`src/caa_pkg.sv`:
```
// Constants, enumerations and carrier types of the add/abs datapath slice
`default_nettype none

package caa_pkg;

  // ------------------------------------------------------------------
  // Register map (byte addresses, one aligned 32-bit word each)
  // ------------------------------------------------------------------
  localparam int          ADDR_W   = 8;
  localparam logic [7:0]  CTRL_OFS = 8'h00;  // Operation setup and go
  localparam logic [7:0]  SRC_OFS  = 8'h04;  // Source operand
  localparam logic [7:0]  DST_OFS  = 8'h08;  // Destination operand
  localparam logic [7:0]  FLAG_OFS = 8'h0c;  // Status bits
  localparam logic [7:0]  RES_OFS  = 8'h10;  // Last result, read only
  localparam logic [7:0]  WORD_SEL = 8'hfc;  // Drops the byte offset

  // ------------------------------------------------------------------
  // Field positions
  // ------------------------------------------------------------------
  localparam int CTRL_W     = 8;  // Stored setup bits 7:0
  localparam int CTRL_GO    = 8;  // Write-only start bit
  localparam int FLG_C      = 0;  // Unsigned wrap
  localparam int FLG_D      = 1;  // Debug
  localparam int FLG_Z      = 2;  // Null result
  localparam int FLG_S      = 3;  // Negative
  localparam int FLG_B      = 4;  // Register bank
  localparam int FLG_O      = 5;  // Signed wrap
  localparam int FLG_I      = 6;  // Interrupt enable
  localparam int FLG_U      = 7;  // Stack select

  // ------------------------------------------------------------------
  // Reset values and bus answers
  // ------------------------------------------------------------------
  localparam logic [7:0]  FLAG_RST    = 8'h00;
  localparam logic [31:0] WORD_RST    = 32'h0000_0000;
  localparam logic [1:0]  RESP_OKAY   = 2'b00;
  localparam logic [1:0]  RESP_SLVERR = 2'b10;

  // ------------------------------------------------------------------
  // Operations, sizes, sequencer states
  // ------------------------------------------------------------------
  typedef enum logic [1:0] {
    OP_MAGNITUDE = 2'b00,  // Absolute value
    OP_ADD_CARRY = 2'b01,  // dest + src + C
    OP_CARRY_INC = 2'b10,  // dest + C
    OP_SUM       = 2'b11   // dest + src
  } caa_op_type;

  typedef enum logic [1:0] {
    SZ_BYTE = 2'b00,
    SZ_WORD = 2'b01,
    SZ_LONG = 2'b10
  } caa_size_type;

  typedef enum logic {
    EX_IDLE = 1'b0,
    EX_RUN  = 1'b1
  } caa_exec_type;

  // ------------------------------------------------------------------
  // Carriers
  // ------------------------------------------------------------------
  typedef struct packed {
    logic         quick;     // Bit 7: 4-bit signed immediate
    logic         dest_sp;   // Bit 6: destination is stack pointer
    logic         src_idx;   // Bit 5: source is an index register
    logic         dest_idx;  // Bit 4: destination is an index register
    caa_size_type size;      // Bits 3:2
    caa_op_type   op;        // Bits 1:0
  } caa_ctrl_type;

  typedef struct packed {
    logic              awvalid;
    logic [ADDR_W-1:0] awaddr;
    logic              wvalid;
    logic [31:0]       wdata;
    logic [3:0]        wstrb;
    logic              bready;
    logic              arvalid;
    logic [ADDR_W-1:0] araddr;
    logic              rready;
  } caa_axi_req_type;

  typedef struct packed {
    logic        awready;
    logic        wready;
    logic        bvalid;
    logic [1:0]  bresp;
    logic        arready;
    logic        rvalid;
    logic [31:0] rdata;
    logic [1:0]  rresp;
  } caa_axi_rsp_type;

  typedef struct packed {
    caa_axi_rsp_type   rsp;
    logic              aw_have;
    logic [ADDR_W-1:0] aw_addr;
    logic              w_have;
    logic [31:0]       w_data;
    logic [3:0]        w_strb;
    caa_ctrl_type      ctrl;
    logic [31:0]       src;
    logic [31:0]       dst;
    logic [7:0]        flags;
    logic [31:0]       result;
    caa_exec_type      exec;
  } caa_state_type;

endpackage

`default_nettype wire
```
`src/caa_alu.sv`:
```
// Add/abs datapath slice with its AXI4-Lite register slave
`default_nettype none

module caa_alu (
  // Clock, reset, enable
  input  wire logic                     mclk,
  input  wire logic                     reset_n,
  input  wire logic                     ce,
  // AXI4-Lite register bus
  input  wire caa_pkg::caa_axi_req_type axi_req,
  output var  caa_pkg::caa_axi_rsp_type axi_rsp,
  // Datapath state seen by the core
  output var  logic [7:0]               flags,
  output var  logic [31:0]              result
);

  // ------------------------------------------------------------------
  // State and working signals
  // ------------------------------------------------------------------
  caa_pkg::caa_state_type s_q;      // Whole registered state
  caa_pkg::caa_state_type s_d;      // Its next value
  logic [31:0]            msk;      // Ones over the effective width
  logic [31:0]            sbit;     // Sign bit of the effective width
  logic [31:0]            opa;      // Destination at width
  logic [31:0]            opb;      // Source after extension
  logic                   cin;      // Carry into the adder
  logic [32:0]            sum;      // Adder output with spare bit
  logic [31:0]            res;      // Final result at width
  logic                   ovf;      // Signed wrap
  logic                   cout;     // Unsigned wrap
  logic                   run_now;  // Execute edge helper

  assign run_now = ce && (s_q.exec == caa_pkg::EX_RUN);

  // Outputs come straight from the state flops
  assign axi_rsp = s_q.rsp;
  assign flags   = s_q.flags;
  assign result  = s_q.result;

  // ------------------------------------------------------------------
  // Helpers
  // ------------------------------------------------------------------
  // Byte-lane merge of a bus write into a register
  function automatic logic [31:0] merge(input logic [31:0] old_v,
                                        input logic [31:0] new_v,
                                        input logic [3:0]  strb);
    logic [31:0] m;
    m = {{8{strb[3]}}, {8{strb[2]}}, {8{strb[1]}}, {8{strb[0]}}};
    return (old_v & ~m) | (new_v & m);
  endfunction

  // ------------------------------------------------------------------
  // Arithmetic
  // ------------------------------------------------------------------
  // Width, operand shaping, adder and flag terms
  always_comb begin : alu
    msk  = 32'hffff_ffff;
    sbit = 32'h8000_0000;
    // Byte ops widen to 16 bits for index destinations, or stack destinations of a plain sum
    case (s_q.ctrl.size)
      caa_pkg::SZ_BYTE: begin
        if (s_q.ctrl.dest_idx ||
            (s_q.ctrl.dest_sp && s_q.ctrl.op == caa_pkg::OP_SUM)) begin
          msk  = 32'h0000_ffff;
          sbit = 32'h0000_8000;
        end else begin
          msk  = 32'h0000_00ff;
          sbit = 32'h0000_0080;
        end
      end
      caa_pkg::SZ_WORD: begin
        msk  = 32'h0000_ffff;
        sbit = 32'h0000_8000;
      end
      caa_pkg::SZ_LONG: begin
        msk  = 32'hffff_ffff;
        sbit = 32'h8000_0000;
      end
      default: begin
        // Unused code behaves as word rather than hanging the core
        msk  = 32'h0000_ffff;
        sbit = 32'h0000_8000;
      end
    endcase
    opa = s_q.dst & msk;
    // Source shaping; index sources at byte size give low byte only
    // An index destination wins over the stack pointer: zero extension
    if (s_q.ctrl.quick) begin
      opb = {{28{s_q.src[3]}}, s_q.src[3:0]};
    end else if (s_q.ctrl.size == caa_pkg::SZ_BYTE &&
                 s_q.ctrl.dest_sp && !s_q.ctrl.dest_idx &&
                 s_q.ctrl.op == caa_pkg::OP_SUM) begin
      opb = {{24{s_q.src[7]}}, s_q.src[7:0]};
    end else if (s_q.ctrl.size == caa_pkg::SZ_BYTE) begin
      opb = {24'h00_0000, s_q.src[7:0]};
    end else begin
      opb = s_q.src;
    end
    // Carry-in only for the carry ops; carry increment drops source
    case (s_q.ctrl.op)
      caa_pkg::OP_ADD_CARRY: begin
        cin = s_q.flags[caa_pkg::FLG_C];
      end
      caa_pkg::OP_CARRY_INC: begin
        cin = s_q.flags[caa_pkg::FLG_C];
        opb = 32'h0000_0000;
      end
      caa_pkg::OP_SUM: begin
        cin = 1'b0;
      end
      default: begin
        cin = 1'b0;
        opb = 32'h0000_0000;
      end
    endcase
    opb = opb & msk;
    sum = {1'b0, opa} + {1'b0, opb} + {32'h0000_0000, cin};
    // Carry is the bit just above the width
    cout = |(sum[32:1] & sbit);
    if (s_q.ctrl.op == caa_pkg::OP_MAGNITUDE) begin
      // Negating the most negative value wraps back onto itself
      res = (|(opa & sbit)) ? ((~opa + 32'h0000_0001) & msk)
                            : opa;
      ovf = (opa == sbit);
    end else begin
      res = sum[31:0] & msk;
      // Equal operand signs and a flipped result sign
      ovf = ((opa & sbit) == (opb & sbit)) &&
            ((res & sbit) != (opa & sbit));
    end
  end

  // ------------------------------------------------------------------
  // Next state: bus slave and sequencer
  // ------------------------------------------------------------------
  // Bus first, then execution, so an executing op wins the registers
  always_comb begin : next_state
    s_d = s_q;
    // Response retire
    if (s_q.rsp.bvalid && axi_req.bready) begin
      s_d.rsp.bvalid = 1'b0;
    end
    if (s_q.rsp.rvalid && axi_req.rready) begin
      s_d.rsp.rvalid = 1'b0;
    end
    // Address and data are latched independently, in either order
    if (axi_req.awvalid && s_q.rsp.awready) begin
      s_d.aw_have = 1'b1;
      s_d.aw_addr = axi_req.awaddr;
    end
    if (axi_req.wvalid && s_q.rsp.wready) begin
      s_d.w_have = 1'b1;
      s_d.w_data = axi_req.wdata;
      s_d.w_strb = axi_req.wstrb;
    end
    // Sequencer returns to idle after one execute cycle
    case (s_q.exec)
      caa_pkg::EX_RUN:  s_d.exec = caa_pkg::EX_IDLE;
      caa_pkg::EX_IDLE: s_d.exec = caa_pkg::EX_IDLE;
      default:          s_d.exec = caa_pkg::EX_IDLE;
    endcase
    // Register write once both halves are held and B is free
    if (s_q.aw_have && s_q.w_have && !s_q.rsp.bvalid) begin
      s_d.aw_have    = 1'b0;
      s_d.w_have     = 1'b0;
      s_d.rsp.bvalid = 1'b1;
      s_d.rsp.bresp  = caa_pkg::RESP_OKAY;
      case (s_q.aw_addr & caa_pkg::WORD_SEL)
        caa_pkg::CTRL_OFS: begin
          if (s_q.w_strb[0]) begin
            s_d.ctrl = caa_pkg::caa_ctrl_type'(s_q.w_data[7:0]);
          end
          // Go needs lane 1; it launches with the setup just written
          if (s_q.w_strb[1] && s_q.w_data[caa_pkg::CTRL_GO]) begin
            s_d.exec = caa_pkg::EX_RUN;
          end
        end
        caa_pkg::SRC_OFS: s_d.src = merge(s_q.src, s_q.w_data,
                                          s_q.w_strb);
        caa_pkg::DST_OFS: s_d.dst = merge(s_q.dst, s_q.w_data,
                                          s_q.w_strb);
        caa_pkg::FLAG_OFS: begin
          if (s_q.w_strb[0]) begin
            s_d.flags = s_q.w_data[7:0];
          end
        end
        caa_pkg::RES_OFS: s_d.rsp.bresp = caa_pkg::RESP_OKAY;
        default:          s_d.rsp.bresp = caa_pkg::RESP_SLVERR;
      endcase
    end
    // Read: one beat at a time, data from current state
    if (axi_req.arvalid && s_q.rsp.arready) begin
      s_d.rsp.rvalid = 1'b1;
      s_d.rsp.rresp  = caa_pkg::RESP_OKAY;
      case (axi_req.araddr & caa_pkg::WORD_SEL)
        caa_pkg::CTRL_OFS: s_d.rsp.rdata = {24'h00_0000, s_q.ctrl};
        caa_pkg::SRC_OFS:  s_d.rsp.rdata = s_q.src;
        caa_pkg::DST_OFS:  s_d.rsp.rdata = s_q.dst;
        caa_pkg::FLAG_OFS: s_d.rsp.rdata = {24'h00_0000, s_q.flags};
        caa_pkg::RES_OFS:  s_d.rsp.rdata = s_q.result;
        default: begin
          s_d.rsp.rdata = caa_pkg::WORD_RST;
          s_d.rsp.rresp = caa_pkg::RESP_SLVERR;
        end
      endcase
    end
    // Execute: write back result, update only the listed flags
    if (s_q.exec == caa_pkg::EX_RUN) begin
      s_d.dst    = (s_q.dst & ~msk) | res;
      s_d.result = res;
      s_d.flags[caa_pkg::FLG_O] = ovf;
      s_d.flags[caa_pkg::FLG_S] = |(res & sbit);
      s_d.flags[caa_pkg::FLG_Z] = (res == 32'h0000_0000);
      // Magnitude keeps the old carry, a legal undefined value
      if (s_q.ctrl.op != caa_pkg::OP_MAGNITUDE) begin
        s_d.flags[caa_pkg::FLG_C] = cout;
      end
      // U, I, B and D are never assigned here
    end
    // Ready while nothing is held or outstanding
    s_d.rsp.awready = !s_d.aw_have;
    s_d.rsp.wready  = !s_d.w_have;
    s_d.rsp.arready = !s_d.rsp.rvalid;
  end

  // ------------------------------------------------------------------
  // State register
  // ------------------------------------------------------------------
  // Readies come up at the first enabled edge after release
  always_ff @(posedge mclk or negedge reset_n) begin : state_reg
    if (!reset_n) begin
      s_q <= '0;
    end else if (ce) begin
      s_q <= s_d;
    end
  end
endmodule // caa_alu

`default_nettype wire

```
`config.mk`:
```
export PLATFORM = sky130hd
export DESIGN_NAME = caa_alu
export DESIGN_NICKNAME = d
export VERILOG_FILES = /design/src/caa_pkg.sv /design/src/caa_alu.sv
export SDC_FILE = /design/constraint.sdc
export NUM_CORES = 1
export LEC_CHECK = 0
export BUFFER_PORTS_ARGS = -buffer_cell sky130_fd_sc_hd__buf_2
export CAP_MARGIN = 40
export CORE_MARGIN = 5
export CORE_UTILIZATION = 40
export DETAILED_ROUTE_END_ITERATION = 12
export PLACE_DENSITY = 0.66
export SKIP_CTS_REPAIR_TIMING = 1
export SLEW_MARGIN = 0
export SYNTH_ARGS = -nofsm -noshare
export SYNTH_HDL_FRONTEND = slang
export SYNTH_SLANG_ARGS = --single-unit
```
`constraint.sdc`:
```
create_clock -name mclk -period 9.6 [get_ports mclk]
set_clock_uncertainty 0.1 [all_clocks]
set_input_delay 1.92 -clock mclk [delete_from_list [all_inputs] [get_ports mclk]]
set_output_delay 1.92 -clock mclk [all_outputs]
set_load 0.1 [all_outputs]
```
==> out/summary.txt, run 1 <==
number of sinks on the clock net: 196
crit path DAT: 5.98 ns
Post-Synthesis Cell Area: 0.01277 sq mm
number of endpoints with negative hold slack in the final report: 0
Hold/Removal Path Class: flop to flop
dominant synthesized flop cell: sky130_fd_sc_hd__dfrtp_1
Post-Synthesis Mean Instance Area: 9.253 sq um
Final #Nets: 1,490
type of the worst setup path: flop to flop
Initial Util: 0.4046
average via count per standard cell: 5.988
peak supply drop: 190.4 uV
# port buffers: 134
routability cong.: 0.9156
status: finished clean
Bufs on Longest Clock Path: 2
register bit count reported by yosys: 196
CTS Root Buffer Type: sky130_fd_sc_hd__clkbuf_16
sequential standard cell area: 0.004905 sq mm
Die W: 188.7 um
synth unique cells: 86
Total Routing Usage GR: 0.2190
Overflow after GRT: 0
fraction of synthesis flops using an asynchronous set or reset pin: 1.000
total via count in the routed design: 10,814
share of post-route cells with drive strength above 1: 0.2236
vias in the first global route: 10,725
num rows: 65
layout overhead on the synthesized area: 8.162%
Max Clock Freq: 0.1755 GHz
Ant. Diodes: 0
max-slew violations: 0
antenna violations before repair: 0
DRC violation count after routing: 0
vertical extent of the die: 188.7 um
Worst Max-Slew Pin Slew: 0.8868 ns
time the final worst path needs with I/O delays and setup: 5.696 ns
leakage power: 6.305 nW
number of routed nets with antenna violations: 0
Period Utilization, post-route: 0.5934
DP HPWL: 28,000 um
first-pass GRT wire length: 62,420 um
clock latency reported for the late side of the worst-skew pair: 0.45 ns
first-pass iteration count of the detailed router: 6
clock transition at the registers of the reported paths: 0.08 ns
Slew Limit Headroom: 0.4088
detailed-route wire length per cell: 21.62 um
portion of the post-synthesis area used by sequential elements: 0.3841
combined area of the multi-input logic cells: 0.006858 sq mm
DR iter-0 viols: 973
number of flops mapped to enable cells by yosys: 0
largest driver fanout on the critical path: 23
final sum of negative setup slack: 0 ns
Cell Count, Final, Fillers Out: 1,806
final standard cell utilization of the core: 0.4377
TritonCTS clock tree: built
instance count of the mapped netlist: 1,380
Die Area: 0.03559 sq mm
maximum number of pins on one net before global-route repair: 72
Design Power: 2.786 mW
number of maximum-capacitance violations: 0
cts bufs inserted: 17
filler cell count: 3,076
unrepaired setup endpoints after global routing: no
DRT Wirelength: 39,050 um
CTS HTree Levels: 4
Worst Hold Path Cells: 1
Core Region: 0.03156 sq mm
cell count after placement: 1,774
Top Ports: 141
final setup violation count: 0
ratio of total power to cell area: 201.7 mW/mm^2
type of origin of the critical path: flop
required time worst endpoint: 9.89 ns
number of warnings issued by yosys: 0
cell depth of the worst flop-to-flop path: 15
Worst Setup End Kind: flop
critical path, stage by stage (launching register included):
cell and delay, ns:
sky130_fd_sc_hd__dfrtp_1 0.43, sky130_fd_sc_hd__ha_1 0.26, sky130_fd_sc_hd__a2111o_1 0.74, sky130_fd_sc_hd__nand2_1 0.47, sky130_fd_sc_hd__a21oi_1 0.24, sky130_fd_sc_hd__ha_1 0.34, sky130_fd_sc_hd__a21oi_1 0.30, sky130_fd_sc_hd__o21ai_1 0.16
sky130_fd_sc_hd__a2111oi_0 0.62, sky130_fd_sc_hd__a21oi_1 0.18, sky130_fd_sc_hd__xor2_1 0.17, sky130_fd_sc_hd__a21oi_1 0.46, sky130_fd_sc_hd__nand4_1 0.20, sky130_fd_sc_hd__or4_1 0.51, sky130_fd_sc_hd__a2111o_1 0.33, sky130_fd_sc_hd__o21ai_2 0.11
logic make-up after synthesis:
| family | after synthesis | synth area share |
|---|---|---|
| compound gates | 417 | 0.2148 |
| xor+xnor | 49 | 0.03361 |
| fa+ha+maj | 39 | 0.03939 |
| buf+inv | 186 | 0.08143 |
| flops | 196 | 0.3841 |
| mux | 130 | 0.1122 |
| other cells | 1 | 0.0002937 |
| simple gates | 362 | 0.1342 |
cell usage in the layout, fill, tap and decap left out, drive strengths merged, types with 27 or more instances in the layout:
master  netlist  routed
a21o         27      27
a21oi       118     118
a222oi       32      32
and2         32      32
buf          93     153
dfrtp       196     196
ha           37      37
inv          22      32
mux2        105     105
nand2       148     148
nor2         75      75
o21ai       105     105
xnor2        30      30
layer usage:
layer | GRT usage | part of all wire | routed length, um
met2 | 0.3417 | 0.45 | 17760
met1 | 0.3156 | 0.46 | 18130
met4 | 0.06839 | 0.024 | 934
met5 | 0 | 0 | 0
met3 | 0.03205 | 0.057 | 2220
through the flow:
stage	hold slack (ns)	worst slack [ns]	cell area [sq um]
finish	0.3770	3.904	13810
global route	0.3898	3.506	13810
global placement	0.3545	3.837	13140
CTS	0.3771	3.861	13810
detailed placement	0.3597	3.867	13220
floorplan	0.3506	4.912	12770
power breakdown:
group,leakage (nW),internal (mW),switching (mW)
sequential,2.62,0.983,0.217
clock,0.286,0.372,0.365
combinational,3.40,0.293,0.557
final timing paths:
kind | start | to | slack [ns]
max in group asynchronous | reset_n | s_q[67]$_DFFE_PN0P_ | 6.64
min in group asynchronous | reset_n | axi_rsp[12]$_DFFE_PN0P_ | 1.35
hold reg to reg | axi_rsp[6]$_DFFE_PN0P_ | axi_rsp[6]$_DFFE_PN0P_ | 0.38
setup / recovery | s_q[105]$_DFFE_PN0P_ | flags[2]$_DFFE_PN0P_ | 3.90
setup reg to reg | s_q[105]$_DFFE_PN0P_ | flags[2]$_DFFE_PN0P_ | 3.90
hold / removal | axi_rsp[6]$_DFFE_PN0P_ | axi_rsp[6]$_DFFE_PN0P_ | 0.38
synthesized netlist by cell type (21+ instances only):
| cell type | instances | share of area |
|---|---|---|
| sky130_fd_sc_hd__a21o_1 | 27 | 0.016 |
| sky130_fd_sc_hd__o21ai_0 | 97 | 0.038 |
| sky130_fd_sc_hd__inv_1 | 21 | 0.0062 |
| sky130_fd_sc_hd__nor2_1 | 75 | 0.022 |
| sky130_fd_sc_hd__dfrtp_1 | 196 | 0.38 |
| sky130_fd_sc_hd__a222oi_1 | 32 | 0.025 |
| sky130_fd_sc_hd__buf_4 | 82 | 0.048 |
| sky130_fd_sc_hd__mux2i_1 | 25 | 0.020 |
| sky130_fd_sc_hd__a21oi_1 | 118 | 0.046 |
| sky130_fd_sc_hd__and2_1 | 30 | 0.015 |
| sky130_fd_sc_hd__xnor2_1 | 30 | 0.021 |
| sky130_fd_sc_hd__clkbuf_1 | 69 | 0.020 |
| sky130_fd_sc_hd__ha_1 | 37 | 0.036 |
| sky130_fd_sc_hd__nor3_1 | 22 | 0.0086 |
| sky130_fd_sc_hd__nand2_1 | 148 | 0.044 |
| sky130_fd_sc_hd__mux2_2 | 105 | 0.093 |
layout make-up:
type,count,share of cell area
clock buffers,18,0.03107
clock inverters,14,0.01142
inverters,23,0.006251
multi-input cells,999,0.4966
flip-flops and latches,196,0.3551
well taps,402,0.03642
repair buffers,154,0.06315
No activity file was read; power rests on OpenSTA's default activity.
==> inputs of run 2 (changes only) <==
Clock period 9.6 ns to 5.4 ns, I/O delays scaled along.
==> out/summary.txt, run 2 (same netlist as run 1, synthesis figures left out) <==
status: finished clean (unchanged)
detailed-route wire length per cell: 21.30 um (was 21.62 um)
launch point of the worst reg-to-reg path: s_q[105]$_DFFE_PN0P_ (unchanged)
number of maximum-capacitance violations: 0 (unchanged)
commonest cells after routing, fill and taps aside: 196 x sky130_fd_sc_hd__dfrtp_1, 147 x sky130_fd_sc_hd__nand2_1, 135 x sky130_fd_sc_hd__buf_2, 118 x sky130_fd_sc_hd__a21oi_1, 105 x sky130_fd_sc_hd__mux2_2 (unchanged)
TritonCTS clock tree: built (unchanged)
leakage power: 6.502 nW (was 6.305 nW)
cell count after placement: 1,815 (was 1,774)
final setup violation count: 0 (unchanged)
Final #Nets: 1,531 (was 1,490)
number of endpoints with negative hold slack in the final report: 0 (unchanged)
DR iter-0 viols: 952 (was 973)
required time worst endpoint: 5.68 ns (was 9.89 ns)
most repeated library cell on the critical path: sky130_fd_sc_hd__a2111o_1 (was sky130_fd_sc_hd__a21oi_1)
routability cong.: 0.9393 (was 0.9156)
Worst Setup End Kind: flop (unchanged)
Design Power: 4.950 mW (was 2.786 mW)
Die W: 188.7 um (unchanged)
Core Region: 0.03156 sq mm (unchanged)
master of the slowest instance on the critical path: sky130_fd_sc_hd__or4_1 (was sky130_fd_sc_hd__a2111o_1)
CTS HTree Levels: 4 (unchanged)
leading cell type in the layout, fill and taps excluded: sky130_fd_sc_hd__dfrtp_1 (unchanged)
final-layout worst hold slack: 0.3761 ns (was 0.3770 ns)
number of sinks on the clock net: 196 (unchanged)
type of origin of the critical path: flop (unchanged)
Slew Limit Headroom: 0.4087 (was 0.4088)
Reg2Reg Capture Point: flags[2]$_DFFE_PN0P_ (unchanged)
Critical Path End: flags[2]$_DFFE_PN0P_ (unchanged)
clock latency reported for the late side of the worst-skew pair: 0.44 ns (was 0.45 ns)
Period Utilization, post-route: 0.9354 (was 0.5934)
max-slew violations: 0 (unchanged)
cell depth of the worst flop-to-flop path: 16 (was 15)
Die Area: 0.03559 sq mm (unchanged)
time the final worst path needs with I/O delays and setup: 5.051 ns (was 5.696 ns)
critical-path cell list: ha_1, a2111o_1, buf_4, and2_1, ha_1, and3_1, and2_1, a211oi_1, buf_4, nand2_1, xor2_1, mux2_2, a2111o_1, or4_1, a2111o_1, o21ai_2 (was ha_1, a2111o_1, nand2_1, a21oi_1, ha_1, a21oi_1, o21ai_1, a2111oi_0, a21oi_1, xor2_1, a21oi_1, nand4_1, or4_1, a2111o_1, o21ai_2)
number of routed nets with antenna violations: 0 (unchanged)
vias in the first global route: 11,106 (was 10,725)
first-pass GRT wire length: 63,130 um (was 62,420 um)
placed standard-cell area: 0.01353 sq mm (was 0.01322 sq mm)
antenna violations before repair: 0 (unchanged)
Initial Util: 0.4046 (unchanged)
cts bufs inserted: 17 (unchanged)
final sum of negative setup slack: 0 ns (unchanged)
Overflow after GRT: 0 (unchanged)
vertical extent of the die: 188.7 um (unchanged)
DRT Wirelength: 39,350 um (was 39,050 um)
startpoint of the worst setup timing path: s_q[105]$_DFFE_PN0P_ (unchanged)
largest driver fanout on the critical path: 13 (was 23)
Cell Count, Final, Fillers Out: 1,847 (was 1,806)
type of the worst setup path: flop to flop (unchanged)
crit path DAT: 5.33 ns (was 5.98 ns)
Worst Max-Slew Pin Slew: 0.8837 ns (was 0.8868 ns)
clock transition at the registers of the reported paths: 0.08 ns (about the same)
total via count in the routed design: 11,039 (was 10,814)
average via count per standard cell: 5.977 (was 5.988)
CTS Root Buffer Type: sky130_fd_sc_hd__clkbuf_16 (unchanged)
smallest setup slack after layout: 0.3488 ns (was 3.904 ns)
Max Clock Freq: 0.1980 GHz (was 0.1755 GHz)
Total Routing Usage GR: 0.2211 (was 0.2190)
DP HPWL: 28,610 um (was 28,000 um)
unrepaired setup endpoints after global routing: no (unchanged)
first-pass iteration count of the detailed router: 6 (unchanged)
R2R Setup Slk: 0.35 ns (was 3.90 ns)
ratio of total power to cell area: 350.7 mW/mm^2 (was 201.7 mW/mm^2)
filler cell count: 3,082 (was 3,076)
DRC violation count after routing: 0 (unchanged)
Top Ports: 141 (unchanged)
Ant. Diodes: 0 (unchanged)
Critical Path Max Stage Delay: 0.60 ns (was 0.74 ns)
layout overhead on the synthesized area: 10.55% (was 8.162%)
startpoint of the most critical hold path: axi_rsp[14]$_DFFE_PN0P_ (was axi_rsp[6]$_DFFE_PN0P_)
# port buffers: 134 (unchanged)
Bufs on Longest Clock Path: 2 (unchanged)
Hold/Removal Path Class: flop to flop (unchanged)
final standard cell utilization of the core: 0.4473 (was 0.4377)
pre-CTS setup slack: 0.3687 ns (was 3.867 ns)
Layout Cell Area excl Fill: 0.01412 sq mm (was 0.01381 sq mm)
num rows: 65 (unchanged)
maximum number of pins on one net before global-route repair: 98 (was 72)
peak supply drop: 392.6 uV (was 190.4 uV)
share of post-route cells with drive strength above 1: 0.2457 (was 0.2236)
==> run 2: changes by cell type in the layout (fill, tap and decap cells not counted), sizes merged <==
cell,before,now
inv,32,28
clkinvlp,1,2
clkinv,3,6
buf,153,194
==> run 2: final cells by class <==
class	instances	area, sq um	area share
Inverter	23	86.33	0.006116
Clock inverter	14	143.9	0.01019
Tap cell	402	503.0	0.03563
Sequential cell	196	4905	0.3475
Timing Repair Buffer	195	1185	0.08394
Multi-Input combinational cell	999	6854	0.4856
Clock buffer	18	439.2	0.03111
==> run 2: worst max-delay path, delay by kind of cell (launching register included) <==
family,cells,cell delay [ns]
AOI/OAI and AO/OA,5,1.68
buffers and inverters,2,0.42
and+or+nand+nor,5,1.24
muxes,1,0.29
adders and majority gates,2,0.62
xor gates and xnor gates,1,0.20
DFF,1,0.43
==> run 2: how the worst min path moves through the flow <==
| stage | endpoint | slack, ns | depth (start not counted) |
|---|---|---|---|
| after floorplan | axi_rsp[1]$_DFFE_PN0P_ | 0.35 | 1 |
| after global placement | axi_rsp[1]$_DFFE_PN0P_ | 0.35 | 1 |
| after detailed placement | axi_rsp[8]$_DFFE_PN0P_ | 0.36 | 1 |
| after CTS | axi_rsp[27]$_DFFE_PN0P_ | 0.38 | 2 |
| after global routing | axi_rsp[12]$_DFFE_PN0P_ | 0.40 | 2 |
| final | axi_rsp[14]$_DFFE_PN0P_ | 0.38 | 2 |
==> run 2: power by group <==
part | switching, mW | internal, mW
clock network | 0.609 | 0.664
logic | 0.992 | 0.560
registers | 0.377 | 1.75
==> run 2: metal layers <==
metal | up-vias | wire length (um) | track usage | part of all wire
met5 | - | 0 | 0 | 0
met4 | 0 | 844 | 0.06054 | 0.021
met3 | 63 | 2615 | 0.04039 | 0.066
met2 | 419 | 17980 | 0.3547 | 0.46
met1 | 5457 | 17910 | 0.3085 | 0.46
li1 | 5100 | - | - | -
